`config.mk`:
```
export PLATFORM = sky130hd
export DESIGN_NAME = host_bridge_memory_decode_smm
export DESIGN_NICKNAME = d
export VERILOG_FILES = /design/src/common/bridge_decode_pkg.sv /design/src/hdl/host_bridge_memory_decode_smm.sv
export VERILOG_INCLUDE_DIRS = /design/src /design/src/common
export SDC_FILE = /design/constraint.sdc
export NUM_CORES = 1
export LEC_CHECK = 0
export BUFFER_PORTS_ARGS = -buffer_cell sky130_fd_sc_hd__buf_2
export CAP_MARGIN = 25
export CELL_PAD_IN_SITES_DETAIL_PLACEMENT = 0
export CELL_PAD_IN_SITES_GLOBAL_PLACEMENT = 2
export CORE_MARGIN = 4
export CORE_UTILIZATION = 31
export CTS_CLUSTER_SIZE = 30
export DETAILED_ROUTE_END_ITERATION = 16
export GPL_TIMING_DRIVEN = 0
export PLACE_DENSITY = 0.83
export SLEW_MARGIN = 20
export SYNTH_ARGS = -nofsm -noshare
export SYNTH_HDL_FRONTEND = slang
export SYNTH_SLANG_ARGS = --single-unit
export TNS_END_PERCENT = 100
```
`constraint.sdc`:
```
create_clock -name MCLK -period 5.9 [get_ports MCLK]
set_input_delay 1.18 -clock MCLK [delete_from_list [all_inputs] [get_ports MCLK]]
set_output_delay 1.18 -clock MCLK [all_outputs]
set_load 0.05 [all_outputs]
```
`src/common/bridge_decode_cfg.svh`:
```
// Address map, register offsets and field positions of the memory decode block
`ifndef BRIDGE_DECODE_CFG_SVH
`define BRIDGE_DECODE_CFG_SVH
// ------------------------------------------------------------
// Register offsets (byte addresses)
// ------------------------------------------------------------
`define OFS_MEM_WINDOW 12'h000
`define OFS_PREFETCH_WINDOW 12'h004
`define OFS_BRIDGE_COMMAND 12'h008
`define OFS_MGMT_CONTROL 12'h00C
`define OFS_TOP_OF_DRAM 12'h010
`define OFS_SHADOW_CONTROL 12'h014
`define OFS_ERROR_STATUS 12'h018
// ------------------------------------------------------------
// Field positions
// ------------------------------------------------------------
`define WIN_BASE_LSB 0
`define WIN_LIMIT_LSB 16
`define CMD_MEM_ENABLE 1
`define MGMT_COMPAT_EN 0
`define MGMT_HIGH_EN 1
`define MGMT_TOP_EN 2
`define MGMT_OPEN 3
`define MGMT_CLOSE 4
`define MGMT_TOP_SIZE_LSB 5
`define TOD_LSB 17
`define SHADOW_READ_LSB 0
`define SHADOW_WRITE_LSB 4
`define ERR_INVALID_XLAT 0
// ------------------------------------------------------------
// Reset values
// ------------------------------------------------------------
`define RST_WIN_BASE 12'hFFF
`define RST_WIN_LIMIT 12'h000
`define RST_TOD 15'h0000
`define RST_TOP_SIZE 2'h3
// ------------------------------------------------------------
// Address map
// ------------------------------------------------------------
`define FIRMWARE_BASE 32'hFFE0_0000
`define WIN_BASE_LOW 20'h0_0000
`define WIN_LIMIT_LOW 20'hF_FFFF
`define COMPAT_LOW 32'h000A_0000
`define COMPAT_HIGH 32'h000B_FFFF
`define HIGH_SEG_LOW 32'hFEDA_0000
`define HIGH_SEG_HIGH 32'hFEDB_FFFF
`define HIGH_SEG_OFS_MSB 16
`define SHADOW_LOW 32'h000C_0000
`define SHADOW_HIGH 32'h000F_FFFF
`define SHADOW_BLK_LSB 16
`define TOP_SIZE_MIN 32'h0002_0000
`define LARGE_DRAM 32'h1000_0000
`define ADDR_ZERO 32'h0000_0000
`define BE_NONE 4'h0
`endif

```
`src/common/bridge_decode_pkg.sv`:
```
// Types shared by the memory decode block
package bridge_decode_pkg;
  typedef enum logic [1:0] {SRC_CPU, SRC_HUB, SRC_GFX} requester_t;
  typedef enum logic [2:0] {TGT_DRAM, TGT_HUB, TGT_GFX, TGT_ROM, TGT_TERMINATE} route_target_t;
endpackage

```
`src/hdl/host_bridge_memory_decode_smm.sv`:
```
// Memory address decode and routing with management memory protection
//
// What this block does
// - Top 2 MB below 4 GB, the boot firmware region, goes to the hub link.
// - Accesses inside either graphics memory window go to the graphics port.
// - Window base and limit fields compare to A[31:20]; 1 MB granularity.
// - Graphics windows route nothing while the bridge memory enable bit is clear.
// - Three management regions: compatible, high segment and top segment.
// - Top segment sits at highest DRAM, 128 kB to 1 MB in size.
// - Hub and graphics masters never reach management memory, translated or not, except hub snoop writebacks.
// - Compatible and top segment accesses reach DRAM at the same address.
// - High segment addresses remap onto DRAM A0000h to BFFFFh.
// - Translated processor hits on management DRAM go to 0h, writes lose enables.
// - Any translated hit on management DRAM sets the invalid translation flag.
// - Translated graphics port hits on management DRAM go to 0h, writes unenabled.
// - Hub cycles are snooped first; snoop writebacks still reach management DRAM.
// - Translated hits on the high range go unremapped to DRAM with 256 MB installed.
// - Shadowed blocks: processor reads to ROM or DRAM, writes to ROM or DRAM, per block setting.
// - Non-management processor hits on top or high segment terminate unless open is set, except writebacks.
// - Other addresses above top of DRAM go to the hub link.
`timescale 1ns/10ps
`include "bridge_decode_cfg.svh"
`default_nettype none
module host_bridge_memory_decode_smm
(
  // Clock and reset
  input wire logic MCLK,
  input wire logic RST,
  // APB register port
  input wire logic PSEL,
  input wire logic PENABLE,
  input wire logic PWRITE,
  input wire logic [11:0] PADDR,
  input wire logic [31:0] PWDATA,
  output logic [31:0] PRDATA,
  output logic PREADY,
  output logic PSLVERR,
  // Request side
  input wire logic REQ_VALID,
  input wire bridge_decode_pkg::requester_t REQ_SRC,
  input wire logic [31:0] REQ_ADDR,
  input wire logic REQ_WRITE,
  input wire logic [3:0] REQ_BE,
  input wire logic REQ_TRANSLATED,
  input wire logic REQ_MGMT_MODE,
  input wire logic REQ_WRITEBACK,
  input wire logic REQ_SNOOP_WB,
  // Route side
  output logic RTE_VALID,
  output bridge_decode_pkg::route_target_t RTE_TARGET,
  output logic [31:0] RTE_ADDR,
  output logic [3:0] RTE_BE,
  output logic RTE_SNOOP
);
  // ------------------------------------------------------------
  // Registers
  // ------------------------------------------------------------
  logic [11:0] mem_window_base_q;
  logic [11:0] mem_window_limit_q;
  logic [11:0] prefetch_window_base_q;
  logic [11:0] prefetch_window_limit_q;
  logic mem_enable_q;
  logic compat_en_q;
  logic high_en_q;
  logic top_en_q;
  logic open_q;
  logic close_q;
  logic [1:0] top_segment_size_q;
  logic [14:0] top_of_dram_q;
  logic [3:0] shadow_read_q;
  logic [3:0] shadow_write_q;
  logic invalid_translation_flag_q;
  logic rte_valid_q;
  bridge_decode_pkg::route_target_t rte_target_q;
  logic [31:0] rte_addr_q;
  logic [3:0] rte_be_q;
  logic rte_snoop_q;

  // ------------------------------------------------------------
  // APB decode
  // ------------------------------------------------------------
  wire logic apb_access = PSEL & PENABLE;
  wire logic apb_wr = apb_access & PWRITE;
  wire logic apb_rd = apb_access & ~PWRITE;
  wire logic sel_mem_win = PADDR == `OFS_MEM_WINDOW;
  wire logic sel_pf_win = PADDR == `OFS_PREFETCH_WINDOW;
  wire logic sel_cmd = PADDR == `OFS_BRIDGE_COMMAND;
  wire logic sel_mgmt = PADDR == `OFS_MGMT_CONTROL;
  wire logic sel_tod = PADDR == `OFS_TOP_OF_DRAM;
  wire logic sel_shadow = PADDR == `OFS_SHADOW_CONTROL;
  wire logic sel_err = PADDR == `OFS_ERROR_STATUS;
  wire logic sel_any = sel_mem_win | sel_pf_win | sel_cmd | sel_mgmt | sel_tod | sel_shadow | sel_err;
  wire logic [31:0] rd_mem_win = {4'h0, mem_window_limit_q, 4'h0, mem_window_base_q};
  wire logic [31:0] rd_pf_win = {4'h0, prefetch_window_limit_q, 4'h0, prefetch_window_base_q};
  wire logic [31:0] rd_cmd = {30'h0, mem_enable_q, 1'b0};
  wire logic [31:0] rd_mgmt = {25'h0, top_segment_size_q, close_q, open_q, top_en_q, high_en_q,
                               compat_en_q};
  wire logic [31:0] rd_tod = {top_of_dram_q, 17'h0_0000};
  wire logic [31:0] rd_shadow = {24'h0, shadow_write_q, shadow_read_q};
  wire logic [31:0] rd_err = {31'h0, invalid_translation_flag_q};
  wire logic [31:0] rd_mux = sel_mem_win ? rd_mem_win :
                             sel_pf_win ? rd_pf_win :
                             sel_cmd ? rd_cmd :
                             sel_mgmt ? rd_mgmt :
                             sel_tod ? rd_tod :
                             sel_shadow ? rd_shadow :
                             sel_err ? rd_err : 32'h0000_0000;

  assign PRDATA = apb_rd ? rd_mux : 32'h0000_0000;
  assign PREADY = 1'b1;
  assign PSLVERR = apb_access & ~sel_any;

  // ------------------------------------------------------------
  // Address classification
  // ------------------------------------------------------------
  wire logic [31:0] a = REQ_ADDR;
  wire logic [31:0] top_of_dram = {top_of_dram_q, 17'h0_0000};
  wire logic [31:0] top_size = `TOP_SIZE_MIN << top_segment_size_q;
  wire logic [31:0] top_base = top_of_dram - top_size;
  wire logic fw_hit = a >= `FIRMWARE_BASE;
  wire logic mem_win_hit = (a >= {mem_window_base_q, `WIN_BASE_LOW}) &&
                           (a <= {mem_window_limit_q, `WIN_LIMIT_LOW});
  wire logic pf_win_hit = (a >= {prefetch_window_base_q, `WIN_BASE_LOW}) &&
                          (a <= {prefetch_window_limit_q, `WIN_LIMIT_LOW});
  wire logic gfx_hit = mem_enable_q & (mem_win_hit | pf_win_hit);
  wire logic below_tod = a < top_of_dram;
  wire logic compat_hit = (a >= `COMPAT_LOW) && (a <= `COMPAT_HIGH);
  wire logic high_hit = high_en_q && (a >= `HIGH_SEG_LOW) && (a <= `HIGH_SEG_HIGH);
  wire logic top_hit = top_en_q && (a >= top_base) && below_tod;
  wire logic compat_en_hit = compat_en_q & compat_hit;
  wire logic shadow_hit = (a >= `SHADOW_LOW) && (a <= `SHADOW_HIGH);
  wire logic [1:0] shadow_blk = a[`SHADOW_BLK_LSB +: 2];
  wire logic large_dram = top_of_dram >= `LARGE_DRAM;
  wire logic mgmt_dram_hit = (compat_hit & (compat_en_q | high_en_q)) | top_hit;
  wire logic cpu_ok = open_q | (REQ_MGMT_MODE & ~close_q);
  wire logic is_cpu = REQ_SRC == bridge_decode_pkg::SRC_CPU;
  wire logic is_hub = REQ_SRC == bridge_decode_pkg::SRC_HUB;
  wire logic [31:0] high_remap = `COMPAT_LOW | {15'h0000, a[`HIGH_SEG_OFS_MSB:0]};
  wire logic [3:0] invalid_be = REQ_WRITE ? `BE_NONE : REQ_BE;

  // ------------------------------------------------------------
  // Route selection
  // ------------------------------------------------------------
  bridge_decode_pkg::route_target_t tgt_d;
  logic [31:0] addr_d;
  logic [3:0] be_d;
  logic flag_set;

  always_comb
  begin
    tgt_d = bridge_decode_pkg::TGT_DRAM;
    addr_d = a;
    be_d = REQ_BE;
    flag_set = 1'b0;
    if (REQ_TRANSLATED && high_hit && large_dram)
    begin
      tgt_d = bridge_decode_pkg::TGT_DRAM;
    end
    else if (REQ_TRANSLATED && mgmt_dram_hit)
    begin
      flag_set = 1'b1;
      if (!(is_hub && REQ_SNOOP_WB))
      begin
        addr_d = `ADDR_ZERO;
        be_d = invalid_be;
      end
    end
    else if (high_hit)
    begin
      if (!is_cpu)
      begin
        addr_d = (is_hub && REQ_SNOOP_WB) ? high_remap : `ADDR_ZERO;
        be_d = (is_hub && REQ_SNOOP_WB) ? REQ_BE : invalid_be;
      end
      else if (cpu_ok || REQ_WRITEBACK)
        addr_d = high_remap;
      else
        tgt_d = bridge_decode_pkg::TGT_TERMINATE;
    end
    else if (top_hit || compat_en_hit)
    begin
      if (!is_cpu)
      begin
        if (!(is_hub && REQ_SNOOP_WB))
        begin
          addr_d = `ADDR_ZERO;
          be_d = invalid_be;
        end
      end
      else if (compat_en_hit && !cpu_ok)
        tgt_d = bridge_decode_pkg::TGT_HUB;
      else if (top_hit && !cpu_ok && !REQ_WRITEBACK)
        tgt_d = bridge_decode_pkg::TGT_TERMINATE;
      else
        tgt_d = bridge_decode_pkg::TGT_DRAM;
    end
    else if (compat_hit)
      tgt_d = bridge_decode_pkg::TGT_HUB;
    else if (shadow_hit && is_cpu)
    begin
      if (REQ_WRITE)
        tgt_d = shadow_write_q[shadow_blk] ? bridge_decode_pkg::TGT_DRAM
                                           : bridge_decode_pkg::TGT_ROM;
      else
        tgt_d = shadow_read_q[shadow_blk] ? bridge_decode_pkg::TGT_DRAM
                                          : bridge_decode_pkg::TGT_ROM;
    end
    else if (fw_hit)
      tgt_d = bridge_decode_pkg::TGT_HUB;
    else if (gfx_hit)
      tgt_d = bridge_decode_pkg::TGT_GFX;
    else if (!below_tod)
      tgt_d = bridge_decode_pkg::TGT_HUB;
  end

  // ------------------------------------------------------------
  // Register write and status
  // ------------------------------------------------------------
  wire logic flag_hit = REQ_VALID & flag_set;
  wire logic flag_clr = apb_wr & sel_err & PWDATA[`ERR_INVALID_XLAT];

  always_ff @(posedge MCLK)
  begin
    if (RST)
    begin
      mem_window_base_q <= `RST_WIN_BASE;
      mem_window_limit_q <= `RST_WIN_LIMIT;
      prefetch_window_base_q <= `RST_WIN_BASE;
      prefetch_window_limit_q <= `RST_WIN_LIMIT;
      mem_enable_q <= 1'b0;
      {compat_en_q, high_en_q, top_en_q, open_q, close_q} <= 5'h00;
      top_segment_size_q <= `RST_TOP_SIZE;
      top_of_dram_q <= `RST_TOD;
      shadow_read_q <= 4'h0;
      shadow_write_q <= 4'h0;
    end
    else if (apb_wr)
    begin
      if (sel_mem_win)
      begin
        mem_window_base_q <= PWDATA[`WIN_BASE_LSB +: 12];
        mem_window_limit_q <= PWDATA[`WIN_LIMIT_LSB +: 12];
      end
      if (sel_pf_win)
      begin
        prefetch_window_base_q <= PWDATA[`WIN_BASE_LSB +: 12];
        prefetch_window_limit_q <= PWDATA[`WIN_LIMIT_LSB +: 12];
      end
      if (sel_cmd)
        mem_enable_q <= PWDATA[`CMD_MEM_ENABLE];
      if (sel_mgmt)
      begin
        compat_en_q <= PWDATA[`MGMT_COMPAT_EN];
        high_en_q <= PWDATA[`MGMT_HIGH_EN];
        top_en_q <= PWDATA[`MGMT_TOP_EN];
        open_q <= PWDATA[`MGMT_OPEN];
        close_q <= PWDATA[`MGMT_CLOSE];
        top_segment_size_q <= PWDATA[`MGMT_TOP_SIZE_LSB +: 2];
      end
      if (sel_tod)
        top_of_dram_q <= PWDATA[`TOD_LSB +: 15];
      if (sel_shadow)
      begin
        shadow_read_q <= PWDATA[`SHADOW_READ_LSB +: 4];
        shadow_write_q <= PWDATA[`SHADOW_WRITE_LSB +: 4];
      end
    end
  end

  // Set wins over a same-cycle clear
  always_ff @(posedge MCLK)
  begin
    if (RST)
      invalid_translation_flag_q <= 1'b0;
    else if (flag_hit)
      invalid_translation_flag_q <= 1'b1;
    else if (flag_clr)
      invalid_translation_flag_q <= 1'b0;
  end

  // ------------------------------------------------------------
  // Route output stage
  // ------------------------------------------------------------
  always_ff @(posedge MCLK)
  begin
    if (RST)
    begin
      rte_valid_q <= 1'b0;
      rte_target_q <= bridge_decode_pkg::TGT_DRAM;
      rte_addr_q <= `ADDR_ZERO;
      rte_be_q <= `BE_NONE;
      rte_snoop_q <= 1'b0;
    end
    else
    begin
      rte_valid_q <= REQ_VALID;
      rte_target_q <= tgt_d;
      rte_addr_q <= addr_d;
      rte_be_q <= be_d;
      rte_snoop_q <= REQ_VALID & is_hub;
    end
  end

  assign RTE_VALID = rte_valid_q;
  assign RTE_TARGET = rte_target_q;
  assign RTE_ADDR = rte_addr_q;
  assign RTE_BE = rte_be_q;
  assign RTE_SNOOP = rte_snoop_q;
endmodule
`default_nettype wire

```
* Word level (Yosys, flattened, before mapping)
Index checks and enable logic that the tools add are counted.
Cells by class: add/sub/neg operators 1, order comparisons 15, equal/unequal tests 7, shift operators 1, muxes and demuxes 47, bitwise operators 25, reduce and logical (&&, ||, !) cells 30
Operators by type and width (number):
- $mux 32 | 14
- $ge 32x32->1 | 3
- $ge 32x20->1 const B | 2
- $ge 32x32->1 const B | 2
- $le 32x20->1 const B | 2
- $le 32x32->1 | 2
- $eq 12x5->1 const B | 3
- $ge 32x29->1 const B | 1
- $le 32x32->1 const B | 1
- $lt 32x32->1 | 1
- $shl 18x2->32 const A | 1
- $sub 32x32->32 | 1
- $mux 4 | 7
- $mux 3 | 9
- $eq 12x4->1 const B | 2
- $mux 20 | 1
- $logic_and 1x1->1 | 16
- $and 1x1->1 | 12
- $eq 12x3->1 const B | 1
- $logic_not 12->1 | 1
- $reduce_and 2->1 | 6
- $mux 2 | 5
- $or 1x1->1 | 10
- $mux 1 | 8
- 10 further kinds | 15
Word-level totals: flip-flop bits (word level) 121, bits of input ports 93, logic and storage cells 146

* Longest topological paths before layout
word-level depth 12, mapped depth 20

* Least setup slack after synthesis
No wires, ideal clock.
kind input port to output port, start point input PADDR[9], end point output PRDATA[7], arrival 3874 ps, data required time 4720 ps, slack 846 ps, cell stages on the path 7, path through or4_4 > nor4_4 > and2_1 > buf_2 > clkbuf_1 > o21ai_0 > a221oi_1
On the way: longest elaborated chain between the ends 8, elaborated cells between the ends (all ways) 13, classes of those cells eq/ne: 5; mux: 7; reduce/logical: 1
RTL lines:
- start, declared | RTL line host_bridge_memory_decode_smm.sv:33 | input wire logic [11:0] PADDR,
- $eq 12x5->1 (no line)
- $mux 8 | RTL line host_bridge_memory_decode_smm.sv:106 | sel_shadow ? rd_shadow :
- $mux 32 | RTL line host_bridge_memory_decode_smm.sv:105 | sel_tod ? rd_tod :
- $mux 32 | RTL line host_bridge_memory_decode_smm.sv:104 | sel_mgmt ? rd_mgmt :
- $mux 32 | RTL line host_bridge_memory_decode_smm.sv:103 | sel_cmd ? rd_cmd :
- $mux 32 | RTL line host_bridge_memory_decode_smm.sv:102 | sel_pf_win ? rd_pf_win :
- $mux 32 * | RTL line host_bridge_memory_decode_smm.sv:101 | wire logic [31:0] rd_mux = sel_mem_win ? rd_mem_win :
- $mux 32 * | RTL line host_bridge_memory_decode_smm.sv:109 | assign PRDATA = apb_rd ? rd_mux : 32'h0000_0000;
- end, declared | RTL line host_bridge_memory_decode_smm.sv:35 | output logic [31:0] PRDATA,
Mark *: on every way between the ends. The rest lies on a longest branch, timed or not.

* Worst setup path in the final report
start point register top_segment_size_q[1], end point register rte_addr_q[6] (netlist: RTE_ADDR[6])
On the way: longest elaborated chain between the ends 10, elaborated cells between the ends (all ways) 12, classes of those cells add/sub: 1; order compare: 1; shift: 1; mux: 4; bitwise: 1; reduce/logical: 4
RTL lines:
- start, declared | RTL line host_bridge_memory_decode_smm.sv:68 | logic [1:0] top_segment_size_q;
- start signal, assigned | RTL line host_bridge_memory_decode_smm.sv:232 | top_segment_size_q <= `RST_TOP_SIZE;
- start signal, assigned | RTL line host_bridge_memory_decode_smm.sv:258 | top_segment_size_q <= PWDATA[`MGMT_TOP_SIZE_LSB +: 2];
- $shl 18x2->32 (no line) *
- $sub 32x32->32 * | RTL line host_bridge_memory_decode_smm.sv:119 | wire logic [31:0] top_base = top_of_dram - top_size;
- $ge 32x32->1 * | RTL line host_bridge_memory_decode_smm.sv:129 | wire logic top_hit = top_en_q && (a >= top_base) && below_tod;
- $logic_and 1x1->1 * (2 in series) | RTL line host_bridge_memory_decode_smm.sv:129
- $logic_or 1x1->1 | RTL line host_bridge_memory_decode_smm.sv:180 | else if (top_hit || compat_en_hit)
- $mux 32 | RTL line host_bridge_memory_decode_smm.sv:180
- $mux 32 | RTL line host_bridge_memory_decode_smm.sv:168 | else if (high_hit)
- $mux 32 * | RTL line host_bridge_memory_decode_smm.sv:159 | else if (REQ_TRANSLATED && mgmt_dram_hit)
- $mux 32 * | RTL line host_bridge_memory_decode_smm.sv:155 | if (REQ_TRANSLATED && high_hit && large_dram)
- end signal, assigned | RTL line host_bridge_memory_decode_smm.sv:290 | rte_addr_q <= `ADDR_ZERO;
- end signal, assigned | RTL line host_bridge_memory_decode_smm.sv:298 | rte_addr_q <= addr_d;
- end, declared | RTL line host_bridge_memory_decode_smm.sv:75 | logic [31:0] rte_addr_q;
Marked as above. A chain may end at the register's enable or synchronous reset.

==> flow_summary.toml <==
[timing]
setup_tns_ns = 0
fin_ws_ns = 0.614
worst_pin_slew_ns = 0.930
relSlewSlack_pct = 37.4
setup_violations = 0
max_freq_mhz = 189
fin_crit_sh_pct = 89.6
hold_slack_ns = 0.473
skew_ns = 0.0106
rsz0062_at_grt = "false"
min_period_ns = 5.29
hold_viol_final = 0
drv_slew = 0

[yosys]
asyncSetResetFlopFracSynth_pct = 0
synth_ff_type = "dfxtp_1"
syn_area_sq_um = 7340
synth_top_cell_by_area = "dfxtp_1"
synth-seq-cells = 121
ys_warn_count = 0
netlist_top_cells_area = "dfxtp_1, ha_1, nand2_1, a21oi_1, nor2_1"
synth_top_area_share_pct = 33.0
synth_edf_count = 0
syn_avg_cell_area_sq_um = 8.04
post_synth_num_cell_types = 61
synthesis.instances = 913
ys_seq_area_share_pct = 33.0

[die]
fp-row-count = 56
start_util_pct = 31.4
num_io_pins = 168
dieHeight_microns = 162
core_sq_um = 23400
dieArea_sq_um = 26200
die-width_microns = 162

[critical_path]
r2r_start = "top_segment_size_q[1]$_SDFFE_PP1P_"
crit_path_cell_trace = "or2_2, inv_1, ha_1, o21a_1, o21a_1, o21a_1, nor4_4, nand3_1, or4_4, nor4_2, xnor2_1, ha_1, a21oi_1, o21ai_0, and2_1, o21ai_1, a31oi_1, nor3_4, buf_4, and2_1"
cp_slowest_stage_delay_ns = 0.62
crit-reg2reg-capture = "RTE_ADDR[6]$_SDFF_PP0_"
start_kind = "flop"
critPathKind = "reg -> reg"
end_kind = "flop"
worst-r2r-setup-slack_ns = 0.61
worst-path-max-fanout = 10
cp_common_cell = "o21a_1"
worstPathArrival_ns = 5.64
worstPathRequired_ns = 6.26
rr_worst_depth = 20
slowest_stage = "o21ai_1"

[drt]
drt_iter0_drc = 498
vias = 7058
ant_nets = 0
drt_wl_total_microns = 25800
viasPerCell = 4.96
route.detailed.wl_per_inst_microns = 18.2
drc_errors = 0
dr.pass1.iters = 5

[global_routing]
grt_pass1_wl_microns = 39500
use_met3_pct = 3.45
busiest_layer = "met2"
grtUsageTotal_pct = 19.6
grt_overflow = 0
grt_max_degree = 17
grt_pass1_vias = 6946
met1_usage_pct = 26.7
antenna_found_initial = 0
grt_use_met2_pct = 31.6

[cells_and_area]
nNetsFinal = 1267
instances_no_fill = 1424
area_delta_synth_final_pct = 24.1
diodes = 0
drive_above_1_share_pct = 20.5

[clocking]
cts_buffers = 17
clkTransAtPathRegs_ns = 0.06
cts_tree = "done"
hold_buffers = 0
cts_buffer_depth = 2
worstSkewPairLatency_ns = 0.42
cts_resized = 0
clock-sinks = 121
cts-root-buf = "clkbuf_16"
htree_levels = 4
post_cts.repair.setup_buffers = 0

[place]
pre_cts_ws_ns = 0.597
io_buffers = 157
gp_congestion = 0.859
placed_cells = 1392
hpwl_microns = 20000

[worst_hold_path]
min_to = "mem_window_limit_q[10]$_SDFFE_PP0P_"
min_path_cells = 2
hold_class = "reg -> reg"
hp-start = "mem_window_limit_q[10]$_SDFFE_PP0P_"

[power]
powerDensity_nw_per_um2 = 232
p_total_mw = 2.11
p_leak_nw = 4.00
ir_worst_vdd_mv = 0.142

[job]
cap_violations = 0

[run_status]
status = "finished clean"
## logic make-up (layout without fill, tap and decap cells)
group	after synthesis	in the layout	synth area share, %
AND/OR/NAND/NOR	388	388	26.9
AO/OA/AOI/OAI	180	180	15.5
flip-flops	121	121	33.0
buffers and inverters	109	298	6.10
adder cells (fa/ha/maj)	82	82	14.0
multiplexers	21	21	3.22
XOR/XNOR	10	10	1.19
other	2	5	0.102
## per-stage QoR
step	utilization (%)	instance area, sq um
global route	38.9	9110
floorplan	-	7350
detailed placement	36.5	8540
finish	38.9	9110
CTS	38.9	9110
global placement	36.5	8540
## critical path: cells and delay by family (launching register included)
kind | cells | cell delay [ns]
AOI/OAI and AO/OA | 7 | 1.78
xor gates and xnor gates | 1 | 0.17
adders and majority gates | 2 | 0.51
buffers and inverters | 2 | 0.28
DFF | 1 | 0.39
and+or+nand+nor | 8 | 2.10
## synth_stat cells (7+ instances only)
cell type / number
nand2_1: 147
dfxtp_1: 121
a21oi_1: 89
ha_1: 82
nor2_1: 76
inv_1: 67
and2_1: 39
clkbuf_1: 23
nand4_1: 20
mux2i_1: 18
nand3_1: 17
nor4_1: 16
nand3b_1: 14
a211o_1: 13
a211oi_1: 12
a22oi_1: 12
o21ai_0: 11
nor3_1: 10
and3_1: 9
xnor2_1: 9
buf_4: 8
a21o_1: 7
and3b_1: 7
buf_2: 7
nor2b_1: 7
## sequential cells by signal, summed over array words and instances, names as in the netlist
name,cells
mem_window_base_q,12
mem_window_limit_q,12
RTE_ADDR,32
top_segment_size_q,2
open_q,1
close_q,1
RTE_TARGET,3
shadow_read_q,4
top_of_dram_q,15
RTE_VALID,1
high_en_q,1
mem_enable_q,1
shadow_write_q,4
invalid_translation_flag_q,1
prefetch_window_limit_q,12
RTE_BE,4
prefetch_window_base_q,12
compat_en_q,1
RTE_SNOOP,1
top_en_q,1
## how the worst max path moves through the flow
stage | startpoint | to | slack, ns | cells after the start
after global placement | top_segment_size_q[1]$_SDFFE_PP1P_ | RTE_ADDR[6]$_SDFF_PP0_ | 0.65 | 20
after CTS | top_segment_size_q[1]$_SDFFE_PP1P_ | RTE_ADDR[6]$_SDFF_PP0_ | 0.58 | 20
final | top_segment_size_q[1]$_SDFFE_PP1P_ | RTE_ADDR[6]$_SDFF_PP0_ | 0.61 | 20
after floorplan | PADDR[9] | PRDATA[7] | 0.85 | 7
after detailed placement | top_segment_size_q[1]$_SDFFE_PP1P_ | RTE_ADDR[6]$_SDFF_PP0_ | 0.60 | 20
after global routing | top_segment_size_q[1]$_SDFFE_PP1P_ | RTE_ADDR[6]$_SDFF_PP0_ | 0.19 | 20
## layout by cell type (no fill, tap or decap), types with 5 or more instances in the layout
| master | Yosys | routed |
|---|---|---|
| buf_2 | 7 | 164 |
| nand2_1 | 147 | 147 |
| dfxtp_1 | 121 | 121 |
| a21oi_1 | 89 | 89 |
| ha_1 | 82 | 82 |
| nor2_1 | 76 | 76 |
| inv_1 | 67 | 67 |
| and2_1 | 39 | 39 |
| clkbuf_1 | 23 | 23 |
| nand4_1 | 20 | 20 |
| mux2i_1 | 18 | 18 |
| nand3_1 | 17 | 17 |
| clkbuf_16 | 0 | 17 |
| nor4_1 | 16 | 16 |
| nand3b_1 | 14 | 14 |
| a211o_1 | 13 | 13 |
| a22oi_1 | 12 | 12 |
| a211oi_1 | 12 | 12 |
| o21ai_0 | 11 | 11 |
| nor3_1 | 10 | 10 |
| xnor2_1 | 9 | 9 |
| and3_1 | 9 | 9 |
| buf_4 | 8 | 8 |
| a21o_1 | 7 | 7 |
| nor2b_1 | 7 | 7 |
| and3b_1 | 7 | 7 |
| conb_1 | 2 | 5 |
## area by class of cell
cell class | instances | area, sq um
plain buffers | 42 | 196
well taps | 319 | 399
clock inverters | 13 | 120
flip-flops and latches | 121 | 2420
clock buffers | 19 | 453
fillers | 2533 | 14300
repair buffers | 157 | 786
multi-input cells | 686 | 4480
inverters | 67 | 251
## report_power, final
group | switching, mW | internal, mW | total [mW]
registers | 0.00253 | 0.831 | 0.834
logic | 0.172 | 0.0745 | 0.246
clock network | 0.424 | 0.605 | 1.03
## layer usage
| layer | share of wire [%] | up-vias | wire [microns] |
|---|---|---|---|
| met2 | 44 | 226 | 11500 |
| li1 | - | 3546 | - |
| met1 | 47 | 3255 | 12300 |
| met3 | 5.8 | 31 | 1510 |
| met4 | 2.3 | 0 | 596 |
| met5 | 0 | - | 0 |
No activity file was read; power rests on OpenSTA's default activity.
